## config.mk

```make
export PLATFORM = sky130hd
export DESIGN_NAME = acsr_bank
export DESIGN_NICKNAME = d
export VERILOG_FILES = /design/src/rtl/acsr_pkg.sv /design/src/rtl/acsr_tap_if.sv /design/src/rtl/acsr_status_tap.sv /design/src/rtl/acsr_bank.sv
export SDC_FILE = /design/constraint.sdc
export NUM_CORES = 1
export LEC_CHECK = 0
export BUFFER_PORTS_ARGS = -buffer_cell sky130_fd_sc_hd__buf_4
export CAP_MARGIN = 10
export CORE_AREA = 2 2 187 280
export CTS_BUF_LIST = sky130_fd_sc_hd__clkbuf_2
export DETAILED_ROUTE_END_ITERATION = 8
export DIE_AREA = 0 0 189 282
export PLACE_DENSITY = 0.72
export SLEW_MARGIN = 25
export SYNTH_ARGS = -nofsm -noshare
export SYNTH_HDL_FRONTEND = slang
export SYNTH_SLANG_ARGS = --single-unit
export TNS_END_PERCENT = 1
```

## constraint.sdc

```tcl
create_clock -name hclk -period 8.1 [get_ports hclk]
set_clock_uncertainty 0.2 [all_clocks]
set_input_delay 0.405 -clock hclk [delete_from_list [all_inputs] [get_ports hclk]]
set_output_delay 0.405 -clock hclk [all_outputs]
set_load 0.01 [all_outputs]
```

## src/rtl/acsr_pkg.sv

```systemverilog
// Package with register map, field layout and state types of the channel register bank
package acsr_pkg;
	localparam int NUM_CH = 8;
	localparam int FS_W = 24;
	localparam int INT_W = 11;
	// Register word indices; byte address is four times the index
	localparam logic [7:0] IDX_FS_BASE = 8'h18;
	localparam logic [7:0] IDX_STAT_BASE = 8'h20;
	localparam logic [7:0] IDX_SETUP_BASE = 8'h28;
	localparam logic [7:0] IDX_INT_STAT = 8'h40;
	localparam logic [7:0] IDX_INT_MASK = 8'h41;
	// Values after reset
	localparam logic [FS_W-1:0] FS_RESET = 24'h20_0000;
	localparam logic [7:0] SETUP_RESET = 8'h00;
	// Setup register fields
	localparam int SU_BUF_OFF = 7;
	localparam int SU_CFG_HI = 6;
	localparam int SU_CFG_LO = 5;
	localparam int SU_STATUS_OPTION = 4;
	localparam int SU_ENABLE = 3;
	localparam int SU_RANGE_MSB = 2;
	localparam int SU_RANGE_LSB = 0;
	localparam logic [1:0] CFG_DIFF = 2'h3;
	// Status register fields
	localparam int ST_CHAN_LSB = 5;
	localparam int ST_GPIO0 = 4;
	localparam int ST_READY = 3;
	localparam int ST_MISSING_REFERENCE_FLAG = 2;
	localparam int ST_SIGN = 1;
	localparam int ST_OVR = 0;
	// Interrupt status and mask layout
	localparam int INT_CONV_LSB = 0;
	localparam int INT_MISSING_REFERENCE_FLAG = 8;
	localparam int INT_OVR = 9;
	localparam int INT_CAL = 10;
	// Bus encodings
	localparam logic [1:0] HTRANS_NONSEQ = 2'h2;
	localparam logic [1:0] HRESP_OKAY = 2'h0;

	typedef struct packed {
		logic [NUM_CH-1:0][FS_W-1:0] fs;
		logic [NUM_CH-1:0][7:0] setup;
		logic [NUM_CH-1:0] ready;
		logic [NUM_CH-1:0] missing_reference_flag;
		logic [NUM_CH-1:0] sign;
		logic [NUM_CH-1:0] out_of_range_flag;
		logic [2:0] g0_sync;
		logic [2:0] g1_sync;
		logic gpio0;
		logic gpio1;
		logic [INT_W-1:0] int_stat;
		logic [INT_W-1:0] int_mask;
		logic wr_pend;
		logic [7:0] wr_idx;
		logic [31:0] rdata;
		logic [NUM_CH-1:0][2:0] mux_pos;
		logic [NUM_CH-1:0][2:0] mux_neg;
		logic [NUM_CH-1:0] mux_common;
		logic [FS_W-1:0] fs_sel;
	} acsr_bank_s;

	localparam acsr_bank_s BANK_RESET = '{
		fs: {NUM_CH{FS_RESET}},
		setup: {NUM_CH{SETUP_RESET}},
		// Routing and coefficient tap match the setup and coefficient reset values
		mux_pos: {3'h7, 3'h6, 3'h5, 3'h4, 3'h3, 3'h2, 3'h1, 3'h0},
		mux_neg: {3'h7, 3'h6, 3'h5, 3'h4, 3'h3, 3'h2, 3'h1, 3'h0},
		mux_common: {NUM_CH{1'b1}},
		fs_sel: FS_RESET,
		default: '0
	};

	typedef struct packed {
		logic valid;
		logic [2:0] chan;
		logic [7:0] status;
	} acsr_tap_s;
endpackage : acsr_pkg

```

## src/rtl/acsr_tap_if.sv

```systemverilog
// Interface carrying the live channel status bytes from the bank to the read tap
`timescale 1ns/1ns
interface acsr_tap_if;
	logic [acsr_pkg::NUM_CH-1:0][7:0] status_bytes;
	modport bank (
		output status_bytes
	);
	modport tap (
		input status_bytes
	);
endinterface : acsr_tap_if

```

## src/rtl/acsr_status_tap.sv

```systemverilog
// Status byte tap that pairs channel status with channel data transfers
`timescale 1ns/1ns
module acsr_status_tap (
	input wire logic hclk,
	input wire logic hresetn,
	acsr_tap_if.tap tap,
	input wire logic data_read,
	input wire logic [2:0] data_read_chan,
	input wire logic cont_read_mode,
	input wire logic dump_status_en,
	output logic status_out_valid,
	output logic [2:0] status_out_chan,
	output logic [7:0] status_out
);
	acsr_pkg::acsr_tap_s r_reg;
	acsr_pkg::acsr_tap_s r_next;
	logic want;

	always_comb begin
		r_next = r_reg;
		// Continuous read always pairs, dump mode only on request
		want = data_read & (cont_read_mode | dump_status_en); // [RQ11] [RQ12]
		r_next.valid = want;
		if (want) begin
			// Byte as seen before this read clears the ready flag
			r_next.chan = data_read_chan;
			r_next.status = tap.status_bytes[data_read_chan]; // [RQ11]
		end
	end

	always_ff @(posedge hclk or negedge hresetn) begin
		if (!hresetn) begin
			r_reg <= '0;
		end else begin
			r_reg <= r_next;
		end
	end

	assign status_out_valid = r_reg.valid;
	assign status_out_chan = r_reg.chan;
	assign status_out = r_reg.status;
endmodule : acsr_status_tap

```

## src/rtl/acsr_bank.sv

```systemverilog
// Channel calibration, status and setup register bank with AHB-Lite slave
// Summary of operation
// RQ1 - Eight 24-bit read/write full-scale coefficients at 0x18-0x1F, reset 0x200000.
// RQ2 - Full-scale calibration end overwrites coefficient; coefficient goes to scaling logic.
// RQ3 - Coefficient writes only take effect in idle mode; host writes only then.
// RQ4 - Eight read-only status registers 0x20-0x27, reset to channel times 0x20.
// RQ5 - Status bits 7-5 always return the register's channel number.
// RQ6 - Status bit 4 is zero, or pin zero level when option set.
// RQ7 - Status bit 3 is channel ready, or pin one level when option set.
// RQ8 - Status bit 2 set when conversion runs with reference below threshold.
// RQ9 - Status bit 1 gives input polarity: zero positive, one negative.
// RQ10 - Status bit 0 set on over-range or under-range input.
// RQ11 - Continuous read sends the channel status with every data transfer.
// RQ12 - Dump mode may optionally pair the status read with data read.
// RQ13 - Eight read/write setup registers at 0x28-0x2F, reset 0x00.
// RQ14 - Setup fields: buffer off, input config, status option, enable, range.
// RQ15 - Input buffer enabled while buffer-disable bit is zero.
// RQ16 - Config 00 single-ended to common; 11 selects fixed differential pairs.
// RQ17 - Ready set when conversion updates data, cleared when data is read.
// RQ18 - Sign, over-range and no-reference latch together with the data update.
`timescale 1ns/1ns
module acsr_bank (
	input wire logic hclk,
	input wire logic hresetn,
	input wire logic hsel,
	input wire logic [31:0] haddr,
	input wire logic [1:0] htrans,
	input wire logic hwrite,
	input wire logic [2:0] hsize,
	input wire logic [31:0] hwdata,
	input wire logic hready,
	output logic hreadyout,
	output logic [31:0] hrdata,
	output logic [1:0] hresp,
	input wire logic conv_idle,
	input wire logic [acsr_pkg::NUM_CH-1:0] conv_done,
	input wire logic conv_sign,
	input wire logic conv_ovr,
	input wire logic ref_below_thr,
	input wire logic cal_fs_done,
	input wire logic [2:0] cal_chan,
	input wire logic [acsr_pkg::FS_W-1:0] cal_coeff,
	input wire logic [2:0] coeff_chan,
	output logic [acsr_pkg::FS_W-1:0] coeff_fs_out,
	input wire logic data_read,
	input wire logic [2:0] data_read_chan,
	input wire logic cont_read_mode,
	input wire logic dump_status_en,
	input wire logic gpio_pin_zero,
	input wire logic gpio_pin_one,
	output logic [acsr_pkg::NUM_CH-1:0] buffer_enable,
	output logic [acsr_pkg::NUM_CH-1:0] chan_enable,
	output logic [acsr_pkg::NUM_CH-1:0] status_option,
	output logic [acsr_pkg::NUM_CH-1:0][2:0] range_select,
	output logic [acsr_pkg::NUM_CH-1:0][2:0] mux_pos,
	output logic [acsr_pkg::NUM_CH-1:0][2:0] mux_neg,
	output logic [acsr_pkg::NUM_CH-1:0] mux_common,
	output logic status_out_valid,
	output logic [2:0] status_out_chan,
	output logic [7:0] status_out,
	output logic irq
);
	acsr_pkg::acsr_bank_s r_reg;
	acsr_pkg::acsr_bank_s r_next;

	acsr_tap_if tap_bus ();

	// Assemble one status byte from a given register image
	function automatic logic [7:0] stat_byte(
		input acsr_pkg::acsr_bank_s s,
		input logic [2:0] ch
	);
		logic [7:0] b;
		logic opt;
		b = '0;
		opt = s.setup[ch][acsr_pkg::SU_STATUS_OPTION];
		b[7:acsr_pkg::ST_CHAN_LSB] = ch; // [RQ4] [RQ5]
		b[acsr_pkg::ST_GPIO0] = opt & s.gpio0; // [RQ6]
		b[acsr_pkg::ST_READY] = opt ? s.gpio1 : s.ready[ch]; // [RQ7]
		b[acsr_pkg::ST_MISSING_REFERENCE_FLAG] = s.missing_reference_flag[ch]; // [RQ8]
		b[acsr_pkg::ST_SIGN] = s.sign[ch]; // [RQ9]
		b[acsr_pkg::ST_OVR] = s.out_of_range_flag[ch]; // [RQ10]
		return b;
	endfunction : stat_byte

	// Word read mux over the register image
	function automatic logic [31:0] read_word(
		input acsr_pkg::acsr_bank_s s,
		input logic [7:0] idx
	);
		logic [31:0] w;
		w = '0;
		if (idx[7:3] == acsr_pkg::IDX_FS_BASE[7:3]) begin
			w[acsr_pkg::FS_W-1:0] = s.fs[idx[2:0]]; // [RQ1]
		end else if (idx[7:3] == acsr_pkg::IDX_STAT_BASE[7:3]) begin
			w[7:0] = stat_byte(s, idx[2:0]); // [RQ4]
		end else if (idx[7:3] == acsr_pkg::IDX_SETUP_BASE[7:3]) begin
			w[7:0] = s.setup[idx[2:0]]; // [RQ13]
		end else if (idx == acsr_pkg::IDX_INT_STAT) begin
			w[acsr_pkg::INT_W-1:0] = s.int_stat;
		end else if (idx == acsr_pkg::IDX_INT_MASK) begin
			w[acsr_pkg::INT_W-1:0] = s.int_mask;
		end
		return w;
	endfunction : read_word

	logic accept;
	logic [7:0] acc_idx;
	logic [acsr_pkg::INT_W-1:0] int_events;
	logic any_conv;

	always_comb begin
		r_next = r_reg;
		accept = hsel & hready & htrans[1];
		acc_idx = haddr[9:2];
		any_conv = |conv_done;

		// Pins pass three stages; a change counts once stages two and three agree
		r_next.g0_sync = {r_reg.g0_sync[1:0], gpio_pin_zero};
		r_next.g1_sync = {r_reg.g1_sync[1:0], gpio_pin_one};
		if (r_reg.g0_sync[1] == r_reg.g0_sync[2]) begin
			r_next.gpio0 = r_reg.g0_sync[2]; // [RQ6]
		end
		if (r_reg.g1_sync[1] == r_reg.g1_sync[2]) begin
			r_next.gpio1 = r_reg.g1_sync[2]; // [RQ7]
		end

		// Data phase of a write taken in the previous cycle
		if (r_reg.wr_pend) begin
			if (r_reg.wr_idx[7:3] == acsr_pkg::IDX_FS_BASE[7:3]) begin
				// Outside idle the write is dropped so a running scale stays intact
				if (conv_idle) begin
					r_next.fs[r_reg.wr_idx[2:0]] = hwdata[acsr_pkg::FS_W-1:0]; // [RQ1] [RQ3]
				end
			end else if (r_reg.wr_idx[7:3] == acsr_pkg::IDX_SETUP_BASE[7:3]) begin
				r_next.setup[r_reg.wr_idx[2:0]] = hwdata[7:0]; // [RQ13] [RQ14]
			end else if (r_reg.wr_idx == acsr_pkg::IDX_INT_STAT) begin
				r_next.int_stat = r_reg.int_stat & ~hwdata[acsr_pkg::INT_W-1:0];
			end else if (r_reg.wr_idx == acsr_pkg::IDX_INT_MASK) begin
				r_next.int_mask = hwdata[acsr_pkg::INT_W-1:0];
			end
		end

		// Calibration result wins over a host write in the same cycle
		if (cal_fs_done) begin
			r_next.fs[cal_chan] = cal_coeff; // [RQ2]
		end

		// Per-channel result flags and ready
		for (int i = 0; i < acsr_pkg::NUM_CH; i++) begin
			if (conv_done[i]) begin
				// New result: ready set wins over a read clear in the same cycle
				r_next.ready[i] = 1'b1; // [RQ17]
				r_next.sign[i] = conv_sign; // [RQ9] [RQ18]
				r_next.out_of_range_flag[i] = conv_ovr; // [RQ10] [RQ18]
				r_next.missing_reference_flag[i] = ref_below_thr; // [RQ8] [RQ18]
			end else if (data_read && (data_read_chan == 3'(i))) begin
				r_next.ready[i] = 1'b0; // [RQ17]
			end
		end

		// Sticky events; a set beats a write-one clear in the same cycle
		int_events = '0;
		int_events[acsr_pkg::INT_CONV_LSB +: acsr_pkg::NUM_CH] = conv_done;
		int_events[acsr_pkg::INT_MISSING_REFERENCE_FLAG] = any_conv & ref_below_thr;
		int_events[acsr_pkg::INT_OVR] = any_conv & conv_ovr;
		int_events[acsr_pkg::INT_CAL] = cal_fs_done;
		r_next.int_stat = r_next.int_stat | int_events;

		// Input routing and coefficient selection follow the updated image
		for (int i = 0; i < acsr_pkg::NUM_CH; i++) begin
			if (r_next.setup[i][acsr_pkg::SU_CFG_HI:acsr_pkg::SU_CFG_LO] == acsr_pkg::CFG_DIFF) begin
				r_next.mux_pos[i] = {i[1:0], 1'b0}; // [RQ16]
				r_next.mux_neg[i] = {i[1:0], 1'b1}; // [RQ16]
				r_next.mux_common[i] = 1'b0;
			end else begin
				// Codes 01 and 10 fall back to single-ended
				r_next.mux_pos[i] = 3'(i); // [RQ16]
				r_next.mux_neg[i] = 3'(i);
				r_next.mux_common[i] = 1'b1; // [RQ16]
			end
		end
		r_next.fs_sel = r_next.fs[coeff_chan]; // [RQ2]

		// Address phase: remember writes, fetch reads from the updated image
		r_next.wr_pend = accept & hwrite;
		r_next.wr_idx = acc_idx;
		if (accept && !hwrite) begin
			r_next.rdata = read_word(r_next, acc_idx);
		end else begin
			r_next.rdata = '0;
		end
	end

	always_ff @(posedge hclk or negedge hresetn) begin
		if (!hresetn) begin
			r_reg <= acsr_pkg::BANK_RESET;
		end else begin
			r_reg <= r_next;
		end
	end

	// Live status bytes for the transfer tap and per-channel setup field outputs
	for (genvar g = 0; g < acsr_pkg::NUM_CH; g++) begin : g_stat
		assign tap_bus.status_bytes[g] = stat_byte(r_reg, 3'(g)); // [RQ5]
		assign buffer_enable[g] = ~r_reg.setup[g][acsr_pkg::SU_BUF_OFF]; // [RQ15]
		assign chan_enable[g] = r_reg.setup[g][acsr_pkg::SU_ENABLE]; // [RQ14]
		assign status_option[g] = r_reg.setup[g][acsr_pkg::SU_STATUS_OPTION]; // [RQ14]
		assign range_select[g] =
			r_reg.setup[g][acsr_pkg::SU_RANGE_MSB:acsr_pkg::SU_RANGE_LSB]; // [RQ14]
	end

	acsr_status_tap u_tap (
		.hclk(hclk),
		.hresetn(hresetn),
		.tap(tap_bus.tap),
		.data_read(data_read),
		.data_read_chan(data_read_chan),
		.cont_read_mode(cont_read_mode),
		.dump_status_en(dump_status_en),
		.status_out_valid(status_out_valid),
		.status_out_chan(status_out_chan),
		.status_out(status_out)
	);

	// Zero wait states; every transfer answers OKAY
	assign hreadyout = 1'b1;
	assign hresp = acsr_pkg::HRESP_OKAY;
	assign hrdata = r_reg.rdata;
	assign coeff_fs_out = r_reg.fs_sel;
	assign mux_pos = r_reg.mux_pos;
	assign mux_neg = r_reg.mux_neg;
	assign mux_common = r_reg.mux_common;
	assign irq = |(r_reg.int_stat & r_reg.int_mask);
endmodule : acsr_bank

```

==> impl_metrics.tcl <==
set metrics [dict create \
    max-vdd-ir-drop_mv 0.1188 \
    rsz0062_at_grt "false" \
    start_util 0.4464 \
    grt_usage 0.2852 \
    hold_viol_final 0 \
    fin_tns_setup_ns 0 \
    stdcell_area_um2 26750 \
    firstDrtPassIters 5 \
    grt_antenna_before_repair 2 \
    final_cell_mix "382 x dfrtp_1, 275 x mux2i_1, 263 x buf_4" \
    synth-main-ff-cell "dfrtp_1" \
    outcome "finished, final reports clean" \
    drc 0 \
    root_buffer "clkbuf_2" \
    drive_above_1_share 0.2487 \
    cts.sinks 399 \
    power.share.sequential 0.474 \
    internal_power_mw 3.334 \
    row_count 101 \
    critPathMaxFanout 24 \
    synth_cells 2231 \
    slowest_stage "dfrtp_1" \
    cp.arrival_ns 5.00 \
    critical_path_buf_inv_count 1 \
    syn_area_um2 22620 \
    post_cts_buffers 0 \
    layout.nets 2618 \
    p_sw_mw 1.601 \
    synth_top_area_frac 0.4226 \
    clockPowerShare 0.293 \
    ys_seq_area_frac 0.4424 \
    slew_headroom 0.1956 \
    cts_tree "yes" \
    ant_nets 0 \
    worstPathRequired_ns 8.85 \
    finalCritPeriodShare 0.5244 \
    synth_cell_types 97 \
    final_common_cell "dfrtp_1" \
    drv_cap 0 \
    wire_per_inst_um 23.73 \
    setup_viol 0 \
    clk_latency_ns 1.12 \
    p_leak_nw 12.38 \
    num_vias 19272 \
    clock.fmax_mhz 235.4 \
    critPathKind "reg2reg" \
    syn_avg_cell_area_um2 10.14 \
    gp_congestion 0.9495 \
    grt_pass1_vias 20134 \
    io_pins 301 \
    end_kind "register" \
    cts_buffers 100 \
    synth_warnings 0 \
    io_buffers 229 \
    die_h_um 282 \
    pwr-share-comb 0.233 \
    overflow 0 \
    grt_max_degree 136 \
    hold_class "in2reg" \
    drv_slew 0 \
    hold_ws_ns 0.08552 \
    yosys.area.top_type "dfrtp_1" \
    ctsHtreeMaxLevel 3 \
    synth_edf_count 0 \
    ys_async_sr_fraction 1.000 \
    syn_to_final_growth_pct 18.27 \
    drt_iter0_drc 1673 \
    core-area_um2 50670 \
    ys_ff_latch 399 \
    switching_share 0.3245 \
    cp_top_family "simple AND/OR/NAND/NOR gates" \
    tightest_slew_ns 1.197 \
    die_x_um 189 \
    crit_path_cell_trace "nor2b_1 > nand4_4 > mux2i_1 > a21oi_1 > a22o_1 > nor3_1 > a311oi_1 > dlygate4sd3_1" \
    drt-vias-per-instance 5.950 \
    pwr_density_cell_nw_per_um2 184.5 \
    routed_wl_mm 76.85 \
    startpoint_type "register" \
    yosys-top-cells-area "dfrtp_1 42%, mux2i_1 12%, buf_4 5.7%" \
    cpPeakStageDelay_ns 0.81 \
    placed_cell_area_um2 23600 \
    post-route-min-period_ns 4.248 \
    largest_reg_flops 283 \
    hpwl_mm 47.41 \
    die_area_um2 53300 \
    cts_buffer_depth 3 \
    cts_resized 0 \
    grt_pass1_wl_mm 115.8 \
    clk_pin_slew_ns 0.13 \
]
==> what timing repair did <==
item,in CTS,in global routing
endpoints found under the hold margin,633,0
hold buffers,219,0
endpoints found under the setup margin,0,0
==> stage by stage <==
step | util | setup slack, ns | instances | total power [mW]
floorplan | - | 5.442 | 2264 | 3.082
finish | 0.5279 | 3.852 | 3239 | 4.936
global route | 0.5279 | 3.746 | 3239 | 5.189
CTS | 0.5278 | 3.965 | 3238 | 4.950
detailed placement | 0.4657 | 4.222 | 2841 | 3.386
global placement | 0.4656 | 4.297 | 2841 | 3.330
==> final timing paths <==
check	start	end	slack, ns	depth (start not counted)
setup / recovery	r_reg[112]$_DFF_PN0_	hrdata[1]$_DFF_PN0_	3.85	8
min in group asynchronous	hresetn	mux_common[3]$_DFF_PN1_	0.30	3
max in group asynchronous	hresetn	r_reg[121]$_DFF_PN0_	6.39	4
hold / removal	data_read	r_reg[180]$_DFF_PN0_	0.09	4
setup reg to reg	r_reg[112]$_DFF_PN0_	hrdata[1]$_DFF_PN0_	3.85	8
hold reg to reg	r_next[149]$_DFF_PN0_	r_next[150]$_DFF_PN0_	0.14	0
==> cells in the mapped netlist, types with 6 or more instances <==
cell type and count:
nand4_1 13, o21ai_0 96, nor2_1 161, mux2i_1 275
a211oi_1 9, clkbuf_1 120, buf_2 25, nor3_1 16
o22ai_1 40, a21oi_2 12, nand2_1 230, o31ai_1 7
o221ai_1 8, dfrtp_1 382, nand2b_1 9, nor4_1 8
a22oi_1 13, a21oi_1 115, a31oi_1 10, a221oi_1 34
dfstp_2 17, o21ai_1 12, a32o_1 16, a2111oi_2 13
nand4b_1 6, buf_1 34, and2_1 7, nand3_1 25
inv_1 46, mux4_2 22, a32oi_1 7, mux2_2 112
nor2b_1 8, buf_4 173, a22o_1 8, a21o_1 16
==> worst min-delay path: stages <==
cell           delay, ns
dlygate4sd3_1       0.54
buf_4               0.17
nand4b_1            0.10
a21o_1              0.13
==> power groups by stage <==
| stage | logic, mW | registers, mW | clock network, mW |
|---|---|---|---|
| 2_1_floorplan | 0.736 | 2.35 | 0 |
| 5_1_grt | 1.23 | 2.36 | 1.59 |
| 3_5_place_dp | 1.01 | 2.38 | 0 |
| 4_1_cts | 1.13 | 2.34 | 1.48 |
| 3_3_place_gp | 0.968 | 2.36 | 0 |
| 6_report | 1.15 | 2.34 | 1.44 |
==> per-layer routing <==
metal  up-vias  global-route usage  wire, µm
li1       8406                   -         -
met1      9376              0.3166     27380
met2      1162              0.4831     37680
met3       328             0.05427      6230
met4         0              0.2192      5548
met5         -                   0         0
==> logic make-up after synthesis <==
kind of cell	after synthesis	synth area share
and+or+nand+nor	536	0.1129
buffers and inverters	405	0.09846
DFF	399	0.4424
AOI/OAI and AO/OA	475	0.1445
xor gates and xnor gates	3	0.001162
other	2	0.0003320
muxes	409	0.1994
adders and majority gates	2	0.0008851
==> cell type report <==
type | instances | area, µm²
Clock inverter | 34 | 216.5
Clock buffer | 144 | 720.7
Inverter | 47 | 176.4
Antenna cell | 1 | 2.502
Multi-Input combinational cell | 1460 | 10560
Sequential cell | 399 | 10010
Fill cell | 4519 | 23920
Timing Repair Buffer | 485 | 4230
Tap cell | 669 | 837.1
Power figures use the tool's default switching activity.
